<file path="src/pkg/rcu_pkg.sv">
package rcu_pkg;
  // clock and start-up timing
  localparam int unsigned CLK_MHZ = 100;
  localparam int unsigned PWRT_MS = 72;
  localparam int unsigned PWRT_CYCLES = PWRT_MS * 1000 * CLK_MHZ;
  localparam int unsigned OST_TOSC = 1024;
  // one oscillator period is one clk_in period here
  localparam int unsigned OST_CYCLES = OST_TOSC * 1;
  localparam int unsigned CNT_W = 23;

  // register indices; byte address is four times the index
  localparam logic [7:0] IDX_PCL = 8'h02;
  localparam logic [7:0] IDX_STATUS = 8'h03;
  localparam logic [7:0] IDX_PC_HIGH_LATCH = 8'h0a;
  localparam logic [7:0] IDX_INTERRUPT_CONTROL = 8'h0b;
  localparam logic [7:0] IDX_OPTION = 8'h81;
  localparam logic [7:0] IDX_DIR_PORT_A = 8'h85;
  localparam logic [7:0] IDX_DIR_PORT_B = 8'h86;
  localparam logic [7:0] IDX_POWER_CONTROL = 8'h8e;

  // interrupt_control fields
  localparam int unsigned IC_GIE = 7;
  localparam int unsigned IC_EN_LO = 3;
  localparam int unsigned IC_FLAG_LO = 0;
  localparam int unsigned IC_TIMER_OVF_FLAG = 2;
  localparam int unsigned IC_INTF = 1;
  localparam int unsigned IC_PORT_CHANGE_FLAG = 0;
  // core_status, option_config and power_control fields
  localparam int unsigned ST_TO = 4;
  localparam int unsigned ST_PD = 3;
  localparam int unsigned OPT_EDGE = 6;
  localparam int unsigned POWER_CONTROL_POR = 1;

  // reset values
  localparam logic [7:0] OPTION_RST = 8'hff;
  localparam logic [4:0] DIR_PORT_A_RST = 5'h1f;
  localparam logic [7:0] DIR_PORT_B_RST = 8'hff;
  localparam logic [7:0] PCL_RST = 8'h00;
  localparam logic [4:0] PC_HIGH_LATCH_RST = 5'h00;
  localparam logic [7:0] INTERRUPT_CONTROL_KEEP = 8'h01;
  localparam logic [7:0] STATUS_POR = 8'h18;
  localparam logic [7:0] POWER_CONTROL_RST = 8'h00;
  localparam logic [12:0] PC_RESET = 13'h000;
  localparam logic [12:0] PC_VECTOR = 13'h004;

  typedef enum logic [2:0] {S_PWRT, S_OST, S_RUN, S_SLEEP, S_HOLD} rcu_state_t;
endpackage

</file>
<file path="src/verilog/rcu_top.sv">
// The Wishbone interface to the registers was left to the implementer.
`timescale 1ns/1ps
`default_nettype none
module rcu_top #(
  parameter int unsigned PWRT_CYC = rcu_pkg::PWRT_CYCLES
) (
  input wire logic clk_in,
  input wire logic rst_n_in,
  input wire logic wb_cyc_in,
  input wire logic wb_stb_in,
  input wire logic wb_we_in,
  input wire logic [9:0] wb_adr_in,
  input wire logic [3:0] wb_sel_in,
  input wire logic [31:0] wb_dat_in,
  output logic [31:0] wb_dat_out,
  output logic wb_ack_out,
  input wire logic master_clear_pin_n_in,
  input wire logic ext_irq_pin_in,
  input wire logic [3:0] port_b_pins_in,
  input wire logic timer_ovf_in,
  input wire logic watchdog_timeout_in,
  input wire logic sleep_in,
  input wire logic return_from_irq_in,
  input wire logic instr_strobe_in,
  input wire logic powerup_timer_disable_in,
  input wire logic resistor_cap_osc_in,
  output logic core_reset_out,
  output logic pc_load_out,
  output logic [12:0] pc_value_out,
  output logic wake_out,
  output logic irq_req_out
);
  import rcu_pkg::*;

  rcu_state_t state_r, state_nxt;
  logic [CNT_W-1:0] cnt_r;
  logic master_clear_pin_s1_r, master_clear_pin_s2_r, ext_s1_r, ext_s2_r, ext_d_r;
  logic [3:0] pb_s1_r, pb_s2_r, pb_d_r;
  logic [7:0] status_r, interrupt_control_r, interrupt_control_nxt, option_r, dir_port_b_r, pcl_r, power_control_r;
  logic [4:0] dir_port_a_r, pc_high_latch_r;
  logic wake_pend_r, wake_irq_r, block_r, ack_r;
  logic [31:0] dat_r;
  logic core_reset_r, pc_load_r, wake_r, pend_r;
  logic [12:0] pc_value_r;
  logic [7:0] idx;
  logic bus_wr, master_clear_pin_low, ext_evt, pb_evt, wdt_rst, regs_rst, irq_any, vec_fire, done_pwrt, wake_evt;

  // two-stage synchronisers for pins, plus a delay stage after the edge-detected ones
  always_ff @(posedge clk_in or negedge rst_n_in) begin
    if (!rst_n_in) begin
      master_clear_pin_s1_r <= 1'b1;
      master_clear_pin_s2_r <= 1'b1;
      ext_s1_r <= 1'b0;
      ext_s2_r <= 1'b0;
      ext_d_r <= 1'b0;
      pb_s1_r <= 4'h0;
      pb_s2_r <= 4'h0;
      pb_d_r <= 4'h0;
    end else begin
      master_clear_pin_s1_r <= master_clear_pin_n_in;
      master_clear_pin_s2_r <= master_clear_pin_s1_r;
      ext_s1_r <= ext_irq_pin_in;
      ext_s2_r <= ext_s1_r;
      ext_d_r <= ext_s2_r;
      pb_s1_r <= port_b_pins_in;
      pb_s2_r <= pb_s1_r;
      pb_d_r <= pb_s2_r;
    end
  end

  // event detection and reset causes
  assign master_clear_pin_low = !master_clear_pin_s2_r;
  assign ext_evt = option_r[OPT_EDGE] ? (ext_s2_r & !ext_d_r) : (!ext_s2_r & ext_d_r);
  assign pb_evt = |(pb_s2_r ^ pb_d_r);
  assign wdt_rst = watchdog_timeout_in && (state_r == S_RUN);
  assign regs_rst = (state_r == S_HOLD) || wdt_rst;
  assign irq_any = |(interrupt_control_r[IC_EN_LO+:3] & interrupt_control_r[IC_FLAG_LO+:3]);
  assign wake_evt = watchdog_timeout_in || irq_any;
  assign done_pwrt = powerup_timer_disable_in || (cnt_r >= CNT_W'(PWRT_CYC - 1));
  assign vec_fire = instr_strobe_in && pend_r && interrupt_control_r[IC_GIE] && (state_r == S_RUN);
  assign idx = wb_adr_in[9:2];
  assign bus_wr = wb_cyc_in && wb_stb_in && wb_we_in && ack_r && wb_sel_in[0];

  // start-up, sleep and clear-pin sequencing
  always_comb begin
    state_nxt = state_r;
    case (state_r)
      S_PWRT: begin
        if (done_pwrt) begin
          state_nxt = resistor_cap_osc_in ? S_RUN : S_OST;
        end
      end
      S_OST: begin
        if (cnt_r == CNT_W'(OST_CYCLES - 1)) begin
          state_nxt = S_RUN;
        end
      end
      S_RUN: begin
        if (master_clear_pin_low) begin
          state_nxt = S_HOLD;
        end else if (sleep_in) begin
          state_nxt = S_SLEEP;
        end
      end
      S_SLEEP: begin
        if (master_clear_pin_low) begin
          state_nxt = S_HOLD;
        end else if (wake_evt) begin
          state_nxt = resistor_cap_osc_in ? S_RUN : S_OST;
        end
      end
      S_HOLD: begin
        if (!master_clear_pin_low) begin
          state_nxt = S_RUN;
        end
      end
      default: state_nxt = S_PWRT;
    endcase
  end

  // state, time-out counter and wake bookkeeping
  always_ff @(posedge clk_in or negedge rst_n_in) begin
    if (!rst_n_in) begin
      state_r <= S_PWRT;
      cnt_r <= '0;
      wake_pend_r <= 1'b0;
      wake_irq_r <= 1'b0;
    end else begin
      state_r <= state_nxt;
      cnt_r <= (state_nxt != state_r) ? '0 : cnt_r + 1'b1;
      if (state_r == S_SLEEP && state_nxt != S_SLEEP) begin
        wake_pend_r <= (state_nxt != S_HOLD);
        wake_irq_r <= !watchdog_timeout_in;
      end else if (state_r == S_OST && state_nxt == S_RUN) begin
        wake_pend_r <= 1'b0;
      end
    end
  end

  // core reset, pc load and wake outputs
  always_ff @(posedge clk_in or negedge rst_n_in) begin
    if (!rst_n_in) begin
      core_reset_r <= 1'b1;
      pc_load_r <= 1'b1;
      pc_value_r <= PC_RESET;
      wake_r <= 1'b0;
    end else begin
      core_reset_r <= (state_nxt == S_PWRT) || (state_nxt == S_HOLD) || wdt_rst ||
                      (state_nxt == S_OST && !(wake_pend_r || state_r == S_SLEEP));
      pc_load_r <= (state_nxt == S_HOLD) || wdt_rst || (state_nxt == S_PWRT) || vec_fire ||
                   (state_nxt == S_OST && !(wake_pend_r || state_r == S_SLEEP));
      pc_value_r <= vec_fire ? PC_VECTOR : PC_RESET;
      wake_r <= (state_nxt == S_RUN) && ((state_r == S_SLEEP) || (state_r == S_OST && wake_pend_r));
    end
  end

  // core status: time-out and power-down flags per cause
  always_ff @(posedge clk_in or negedge rst_n_in) begin
    if (!rst_n_in) begin
      status_r <= STATUS_POR;
    end else if (wdt_rst) begin
      status_r <= {3'b000, 1'b0, 1'b1, status_r[2:0]};
    end else if (state_r == S_RUN && master_clear_pin_low) begin
      status_r <= {3'b000, 1'b1, 1'b1, status_r[2:0]};
    end else if (state_r == S_SLEEP && master_clear_pin_low) begin
      status_r <= {3'b000, 1'b1, 1'b0, status_r[2:0]};
    end else if (state_r == S_SLEEP && watchdog_timeout_in) begin
      status_r <= {status_r[7:5], 1'b0, 1'b0, status_r[2:0]};
    end else if (state_r == S_SLEEP && irq_any) begin
      status_r <= {status_r[7:5], 1'b1, 1'b0, status_r[2:0]};
    end else if (state_r == S_RUN && sleep_in) begin
      status_r <= {status_r[7:5], 1'b1, 1'b0, status_r[2:0]};
    end else if (bus_wr && idx == IDX_STATUS) begin
      status_r <= {wb_dat_in[7:5], status_r[ST_TO], status_r[ST_PD], wb_dat_in[2:0]};
    end
  end

  // power control: only power-on reset or a bus write clears the flag
  always_ff @(posedge clk_in or negedge rst_n_in) begin
    if (!rst_n_in) begin
      power_control_r <= POWER_CONTROL_RST;
    end else if (bus_wr && idx == IDX_POWER_CONTROL) begin
      power_control_r <= {6'h00, wb_dat_in[POWER_CONTROL_POR], 1'b0};
    end
  end

  // configuration registers reset by every reset kind
  always_ff @(posedge clk_in or negedge rst_n_in) begin
    if (!rst_n_in) begin
      option_r <= OPTION_RST;
      dir_port_a_r <= DIR_PORT_A_RST;
      dir_port_b_r <= DIR_PORT_B_RST;
      pcl_r <= PCL_RST;
      pc_high_latch_r <= PC_HIGH_LATCH_RST;
    end else if (regs_rst) begin
      option_r <= OPTION_RST;
      dir_port_a_r <= DIR_PORT_A_RST;
      dir_port_b_r <= DIR_PORT_B_RST;
      pcl_r <= PCL_RST;
      pc_high_latch_r <= PC_HIGH_LATCH_RST;
    end else if (bus_wr) begin
      if (idx == IDX_OPTION) option_r <= wb_dat_in[7:0];
      if (idx == IDX_DIR_PORT_A) dir_port_a_r <= wb_dat_in[4:0];
      if (idx == IDX_DIR_PORT_B) dir_port_b_r <= wb_dat_in[7:0];
      if (idx == IDX_PCL) pcl_r <= wb_dat_in[7:0];
      if (idx == IDX_PC_HIGH_LATCH) pc_high_latch_r <= wb_dat_in[4:0];
    end
  end

  // interrupt control next value; event sets win over clears
  always_comb begin
    interrupt_control_nxt = interrupt_control_r;
    if (bus_wr && idx == IDX_INTERRUPT_CONTROL) begin
      interrupt_control_nxt = wb_dat_in[7:0];
    end
    if (return_from_irq_in) begin
      interrupt_control_nxt[IC_GIE] = 1'b1;
    end
    if (vec_fire) begin
      interrupt_control_nxt[IC_GIE] = 1'b0;
    end
    if (regs_rst) begin
      interrupt_control_nxt = interrupt_control_r & INTERRUPT_CONTROL_KEEP;
    end
    interrupt_control_nxt[IC_INTF] = interrupt_control_nxt[IC_INTF] | ext_evt;
    interrupt_control_nxt[IC_TIMER_OVF_FLAG] = interrupt_control_nxt[IC_TIMER_OVF_FLAG] | timer_ovf_in;
    interrupt_control_nxt[IC_PORT_CHANGE_FLAG] = interrupt_control_nxt[IC_PORT_CHANGE_FLAG] | pb_evt;
  end

  always_ff @(posedge clk_in or negedge rst_n_in) begin
    if (!rst_n_in) begin
      interrupt_control_r <= 8'h00;
    end else begin
      interrupt_control_r <= interrupt_control_nxt;
    end
  end

  // request sampling once per instruction; cleared enable blocks one cycle
  always_ff @(posedge clk_in or negedge rst_n_in) begin
    if (!rst_n_in) begin
      block_r <= 1'b0;
      pend_r <= 1'b0;
    end else begin
      if (interrupt_control_r[IC_GIE] && !interrupt_control_nxt[IC_GIE] && !vec_fire) begin
        block_r <= 1'b1;
      end else if (instr_strobe_in) begin
        block_r <= 1'b0;
      end
      if (regs_rst || vec_fire) begin
        pend_r <= 1'b0;
      end else if (instr_strobe_in) begin
        pend_r <= interrupt_control_r[IC_GIE] && irq_any && !block_r && (state_r == S_RUN);
      end
    end
  end

  // wishbone slave, one wait state; unmapped reads give zero
  always_ff @(posedge clk_in or negedge rst_n_in) begin
    if (!rst_n_in) begin
      ack_r <= 1'b0;
      dat_r <= 32'h0000_0000;
    end else begin
      ack_r <= wb_cyc_in && wb_stb_in && !ack_r;
      case (idx)
        IDX_PCL: dat_r <= {24'h000000, pcl_r};
        IDX_STATUS: dat_r <= {24'h000000, status_r};
        IDX_PC_HIGH_LATCH: dat_r <= {27'h0000000, pc_high_latch_r};
        IDX_INTERRUPT_CONTROL: dat_r <= {24'h000000, interrupt_control_r};
        IDX_OPTION: dat_r <= {24'h000000, option_r};
        IDX_DIR_PORT_A: dat_r <= {27'h0000000, dir_port_a_r};
        IDX_DIR_PORT_B: dat_r <= {24'h000000, dir_port_b_r};
        IDX_POWER_CONTROL: dat_r <= {24'h000000, power_control_r};
        default: dat_r <= 32'h0000_0000;
      endcase
    end
  end

  // outputs straight from flip-flops
  assign wb_ack_out = ack_r;
  assign wb_dat_out = dat_r;
  assign core_reset_out = core_reset_r;
  assign pc_load_out = pc_load_r;
  assign pc_value_out = pc_value_r;
  assign wake_out = wake_r;
  assign irq_req_out = pend_r;

  // checks
  vector_gie_a: assert property (@(posedge clk_in) disable iff (!rst_n_in)
    vec_fire && !return_from_irq_in |=> !interrupt_control_r[IC_GIE] && pc_load_out && pc_value_out == PC_VECTOR)
    else $error("vector did not clear enable or load 0004h");
  rfi_gie_a: assert property (@(posedge clk_in) disable iff (!rst_n_in)
    return_from_irq_in && !vec_fire && !regs_rst |=> interrupt_control_r[IC_GIE])
    else $error("return did not set global enable");
  ext_flag_a: assert property (@(posedge clk_in) disable iff (!rst_n_in)
    $rose(ext_s2_r) && option_r[OPT_EDGE] |=> interrupt_control_r[IC_INTF])
    else $error("external flag not set on chosen edge");
  timer_flag_a: assert property (@(posedge clk_in) disable iff (!rst_n_in)
    timer_ovf_in |=> interrupt_control_r[IC_TIMER_OVF_FLAG])
    else $error("timer flag not set");
  gie_gate_a: assert property (@(posedge clk_in) disable iff (!rst_n_in)
    instr_strobe_in && !interrupt_control_r[IC_GIE] |=> !irq_req_out)
    else $error("request passed with enable off");
  wdt_status_a: assert property (@(posedge clk_in) disable iff (!rst_n_in)
    wdt_rst |=> status_r[ST_TO:ST_PD] == 2'b01 && core_reset_out && pc_load_out && pc_value_out == PC_RESET)
    else $error("watchdog reset flags wrong");
  sleep_wdt_a: assert property (@(posedge clk_in) disable iff (!rst_n_in)
    state_r == S_SLEEP && watchdog_timeout_in && !master_clear_pin_low |=> status_r[ST_TO:ST_PD] == 2'b00)
    else $error("watchdog wake flags wrong");
  reset_regs_a: assert property (@(posedge clk_in) disable iff (!rst_n_in)
    regs_rst |=> option_r == OPTION_RST && dir_port_b_r == DIR_PORT_B_RST && !interrupt_control_r[IC_GIE] && pc_high_latch_r == PC_HIGH_LATCH_RST)
    else $error("reset values not loaded");
  power_control_keep_a: assert property (@(posedge clk_in) disable iff (!rst_n_in)
    regs_rst && !(bus_wr && idx == IDX_POWER_CONTROL) |=> power_control_r == $past(power_control_r))
    else $error("power flag changed by other reset");
  block_a: assert property (@(posedge clk_in) disable iff (!rst_n_in)
    block_r && instr_strobe_in |=> !irq_req_out)
    else $error("request taken in blocked cycle");
endmodule
`default_nettype wire
</file>
<file path="config.mk">
export PLATFORM = sky130hd
export DESIGN_NAME = rcu_top
export DESIGN_NICKNAME = d
export VERILOG_FILES = /design/src/pkg/rcu_pkg.sv /design/src/verilog/rcu_top.sv
export SDC_FILE = /design/constraint.sdc
export NUM_CORES = 1
export LEC_CHECK = 0
export CAP_MARGIN = 40
export CORE_ASPECT_RATIO = 0.6
export CORE_MARGIN = 4
export CORE_UTILIZATION = 35
export DETAILED_ROUTE_END_ITERATION = 6
export DONT_BUFFER_PORTS = 1
export GPL_TIMING_DRIVEN = 0
export PLACE_DENSITY = 0.53
export REMOVE_ABC_BUFFERS = 1
export SLEW_MARGIN = 20
export SYNTH_ARGS = -nofsm -noshare
export SYNTH_HDL_FRONTEND = slang
export SYNTH_SLANG_ARGS = --single-unit
</file>
<file path="constraint.sdc">
create_clock -name clk_in -period 2.56 [get_ports clk_in]
set_input_delay 0.128 -clock clk_in [delete_from_list [all_inputs] [get_ports clk_in]]
set_output_delay 0.128 -clock clk_in [all_outputs]
set_load 0.1 [all_outputs]
</file>
==> out/metrics.cfg <==
[logic_synthesis]
yosysTopAreaCell=dfrtp_1
synth-edff-count=0
synthAdderAreaFrac=0.00226
ys.warnings.count=0
synth_ff_type=dfrtp_1
synth_cells=522
ys_ff_latch=110
async_reset_ff_frac=1.00
yosys-top-cells-count=dfrtp_1, nand2_1, nor2_1
synth_area_leaders=dfrtp_1, dfstp_2, nand2_1
synthMuxAreaShare=0.0800
post-synth-top-count-cell=dfrtp_1
synth.distinct_cells=65
synth_top_family_by_area=simple AND/OR/NAND/NOR gates
synth-seq-area-share=0.503
yosysTopAreaCellShare=0.375
synth_compound_area_frac=0.119
netlist_area_sq_um=5540
synth_xor_area_frac=0.0396
syn_avg_cell_area_sq_um=10.6
yosys.area_share.simple=0.183

[clocking]
clk_pin_slew_ps=70
clock_sinks=110
clk_path_buf_depth=2
cts_hold_buf=22
cts-root-buf=clkbuf_16
cts_tree=yes
cts_made_buffers=9
h-tree-depth=3
clock_latency_ps=350

[pwr]
power.density_nw_per_um2=729
power_w=0.00463
ir_worst_vdd_mv=0.454
leakagePower_nw=2.67

[floorplanning]
core_sq_um=15400
die_area_sq_um=18000
die_y_um=105
io_pins=114
num_rows=35
chipWidth_um=170
start_util=0.359

[drt]
vias=3966
vias_per_cell=5.19
postRouteAntennaNets=0
drc=0
dr.pass1.iters=5
wl_um=13400
wire_per_inst_um=17.5
first_iter_violations=328

[cells_and_area]
syn_to_final_growth_pct=14.6
final_cells=764
n_antenna_cell=0
final_util=0.411
num-nets-final=621
drive_gt1_frac=0.205

[grt]
grt_pass1_vias=3847
use_met2=0.211
grtUsageMet1=0.245
grt_pass1_wl_um=21900
grt_max_degree=111
antenna_found_initial=0
track_usage=0.155
top_usage_layer=met1
use_met3=0.0337
overflow=0

[sta]
holdWs_ps=-530
finClkSkew_ps=8.25
drv_slew=0
tightest_slew_ps=884
setup_violations=0
max_freq_mhz=412
fin_crit_ps=2430
relSlewSlack=0.411
period_share=0.948
rsz0062_at_grt=no
final_hold_viol_count=110

[critical_path]
ff2ff_path_depth=7
path_class=reg -> reg
cp-end-kind=flip-flop
cp_max_fo=14
arrival_ps=2660
critPathLaunchType=flip-flop
r2r-end=cnt_r[14]
regToRegSetupSlack_ps=130
worstPathRequired_ps=2790
r2r_start=state_r[0]

[hold_path]
hold_class=in -> async

[outcome]
status=finished, violations left
failed_checks=hold timing

[job]
drv_cap=0

[placed_design]
numPortBuffers=0
gp_congestion=0.805
dpl.hpwl_um=9250
dp_cells=717

worst max-delay path, stage by stage, from the launching register on:
cell	delay, ps
dfrtp_1	560
nor2_2	380
a21oi_1	160
a311oi_2	440
nor3_1	160
o211ai_4	290
buf_4	250
a21oi_2	70
repair_timing:
| action | CTS | global route |
|---|---|---|
| resized for setup | 5 | 2 |
| pin swaps | 4 | 3 |
| cloned | 1 | 0 |
| hold endpoints to repair | 171 | 110 |
| setup endpoints to repair | 26 | 39 |
| buffers inserted | 3 | 4 |
worst max-delay path by stage:
stage	from	endpoint	slack, ps	cells past startpoint
after floorplan	wb_ack_out	status_r[0]	-80	5
after global placement	interrupt_control_r[0]	cnt_r[0]	-690	6
after detailed placement	interrupt_control_r[1]	cnt_r[0]	-200	7
after CTS	wb_ack_out	interrupt_control_r[1]	-20	7
after global routing	cnt_r[10]	cnt_r[4]	10	7
final	state_r[0]	cnt_r[14]	130	7
cell usage in the layout, fill, tap and decap left out, types with 3 or more instances in the layout:
cell / n
a21oi_1: 13
a21oi_2: 21
a221o_1: 3
a222oi_1: 6
a22oi_1: 3
a31oi_1: 4
and2_1: 3
and3_1: 6
buf_16: 3
buf_4: 8
clkbuf_16: 9
conb_1: 36
dfrtp_1: 83
dfstp_2: 27
dlygate4sd3_1: 22
inv_1: 12
mux2_2: 8
mux2i_1: 24
mux4_2: 5
nand2_1: 77
nand2b_1: 3
nand3_1: 34
nand4_1: 5
nor2_1: 38
nor3_1: 8
nor4_1: 4
nor4_2: 3
o211ai_1: 3
o21ai_0: 7
xnor2_1: 8
xor2_1: 17
flip-flops by register name, indices dropped and copies added, names as in the netlist, 3 cells and up:
| register | count |
|---|---|
| interrupt_control_r | 8 |
| cnt_r | 23 |
| status_r | 8 |
| pb_s2_r | 4 |
| pb_d_r | 4 |
| dir_port_a_r | 5 |
| pcl_r | 8 |
| state_r | 3 |
| pc_high_latch_r | 5 |
| option_r | 8 |
| pb_s1_r | 4 |
| dir_port_b_r | 8 |
| wb_dat_out | 8 |
area by class of cell:
cell class	count	area, sq um
well taps	203	254
clock inverters	4	30.0
fillers	1486	9070
multi-input cells	382	2540
repair buffers	40	432
flip-flops and latches	110	2790
inverters	13	48.8
clock buffers	12	246
layer usage:
layer,vias up,part of all wire
li1,1837,-
met3,11,0.058
met4,0,0.012
met1,1996,0.51
met2,122,0.42
met5,-,0
cells by family after synthesis:
family	after synthesis
AOI/OAI and AO/OA	79
and+or+nand+nor	203
buffers and inverters	66
other	1
muxes	37
DFF	110
xor gates and xnor gates	25
adders and majority gates	1
per-stage QoR:
stage               TNS [ps]  worst slack [ps]  instance area [sq um]
global route               0              12.9                   6340
global placement      -25370              -688                   5570
CTS                    -18.2             -18.2                   6280
detailed placement     -3620              -200                   5720
finish                     0               132                   6340
floorplan               -249             -80.7                   5310
where the power goes:
part	internal, W	switching (W)
registers	0.00187	0.000227
clock network	0.000693	0.000643
logic	0.000400	0.000791
total	0.00296	0.00166
Power figures use the tool's default switching activity.
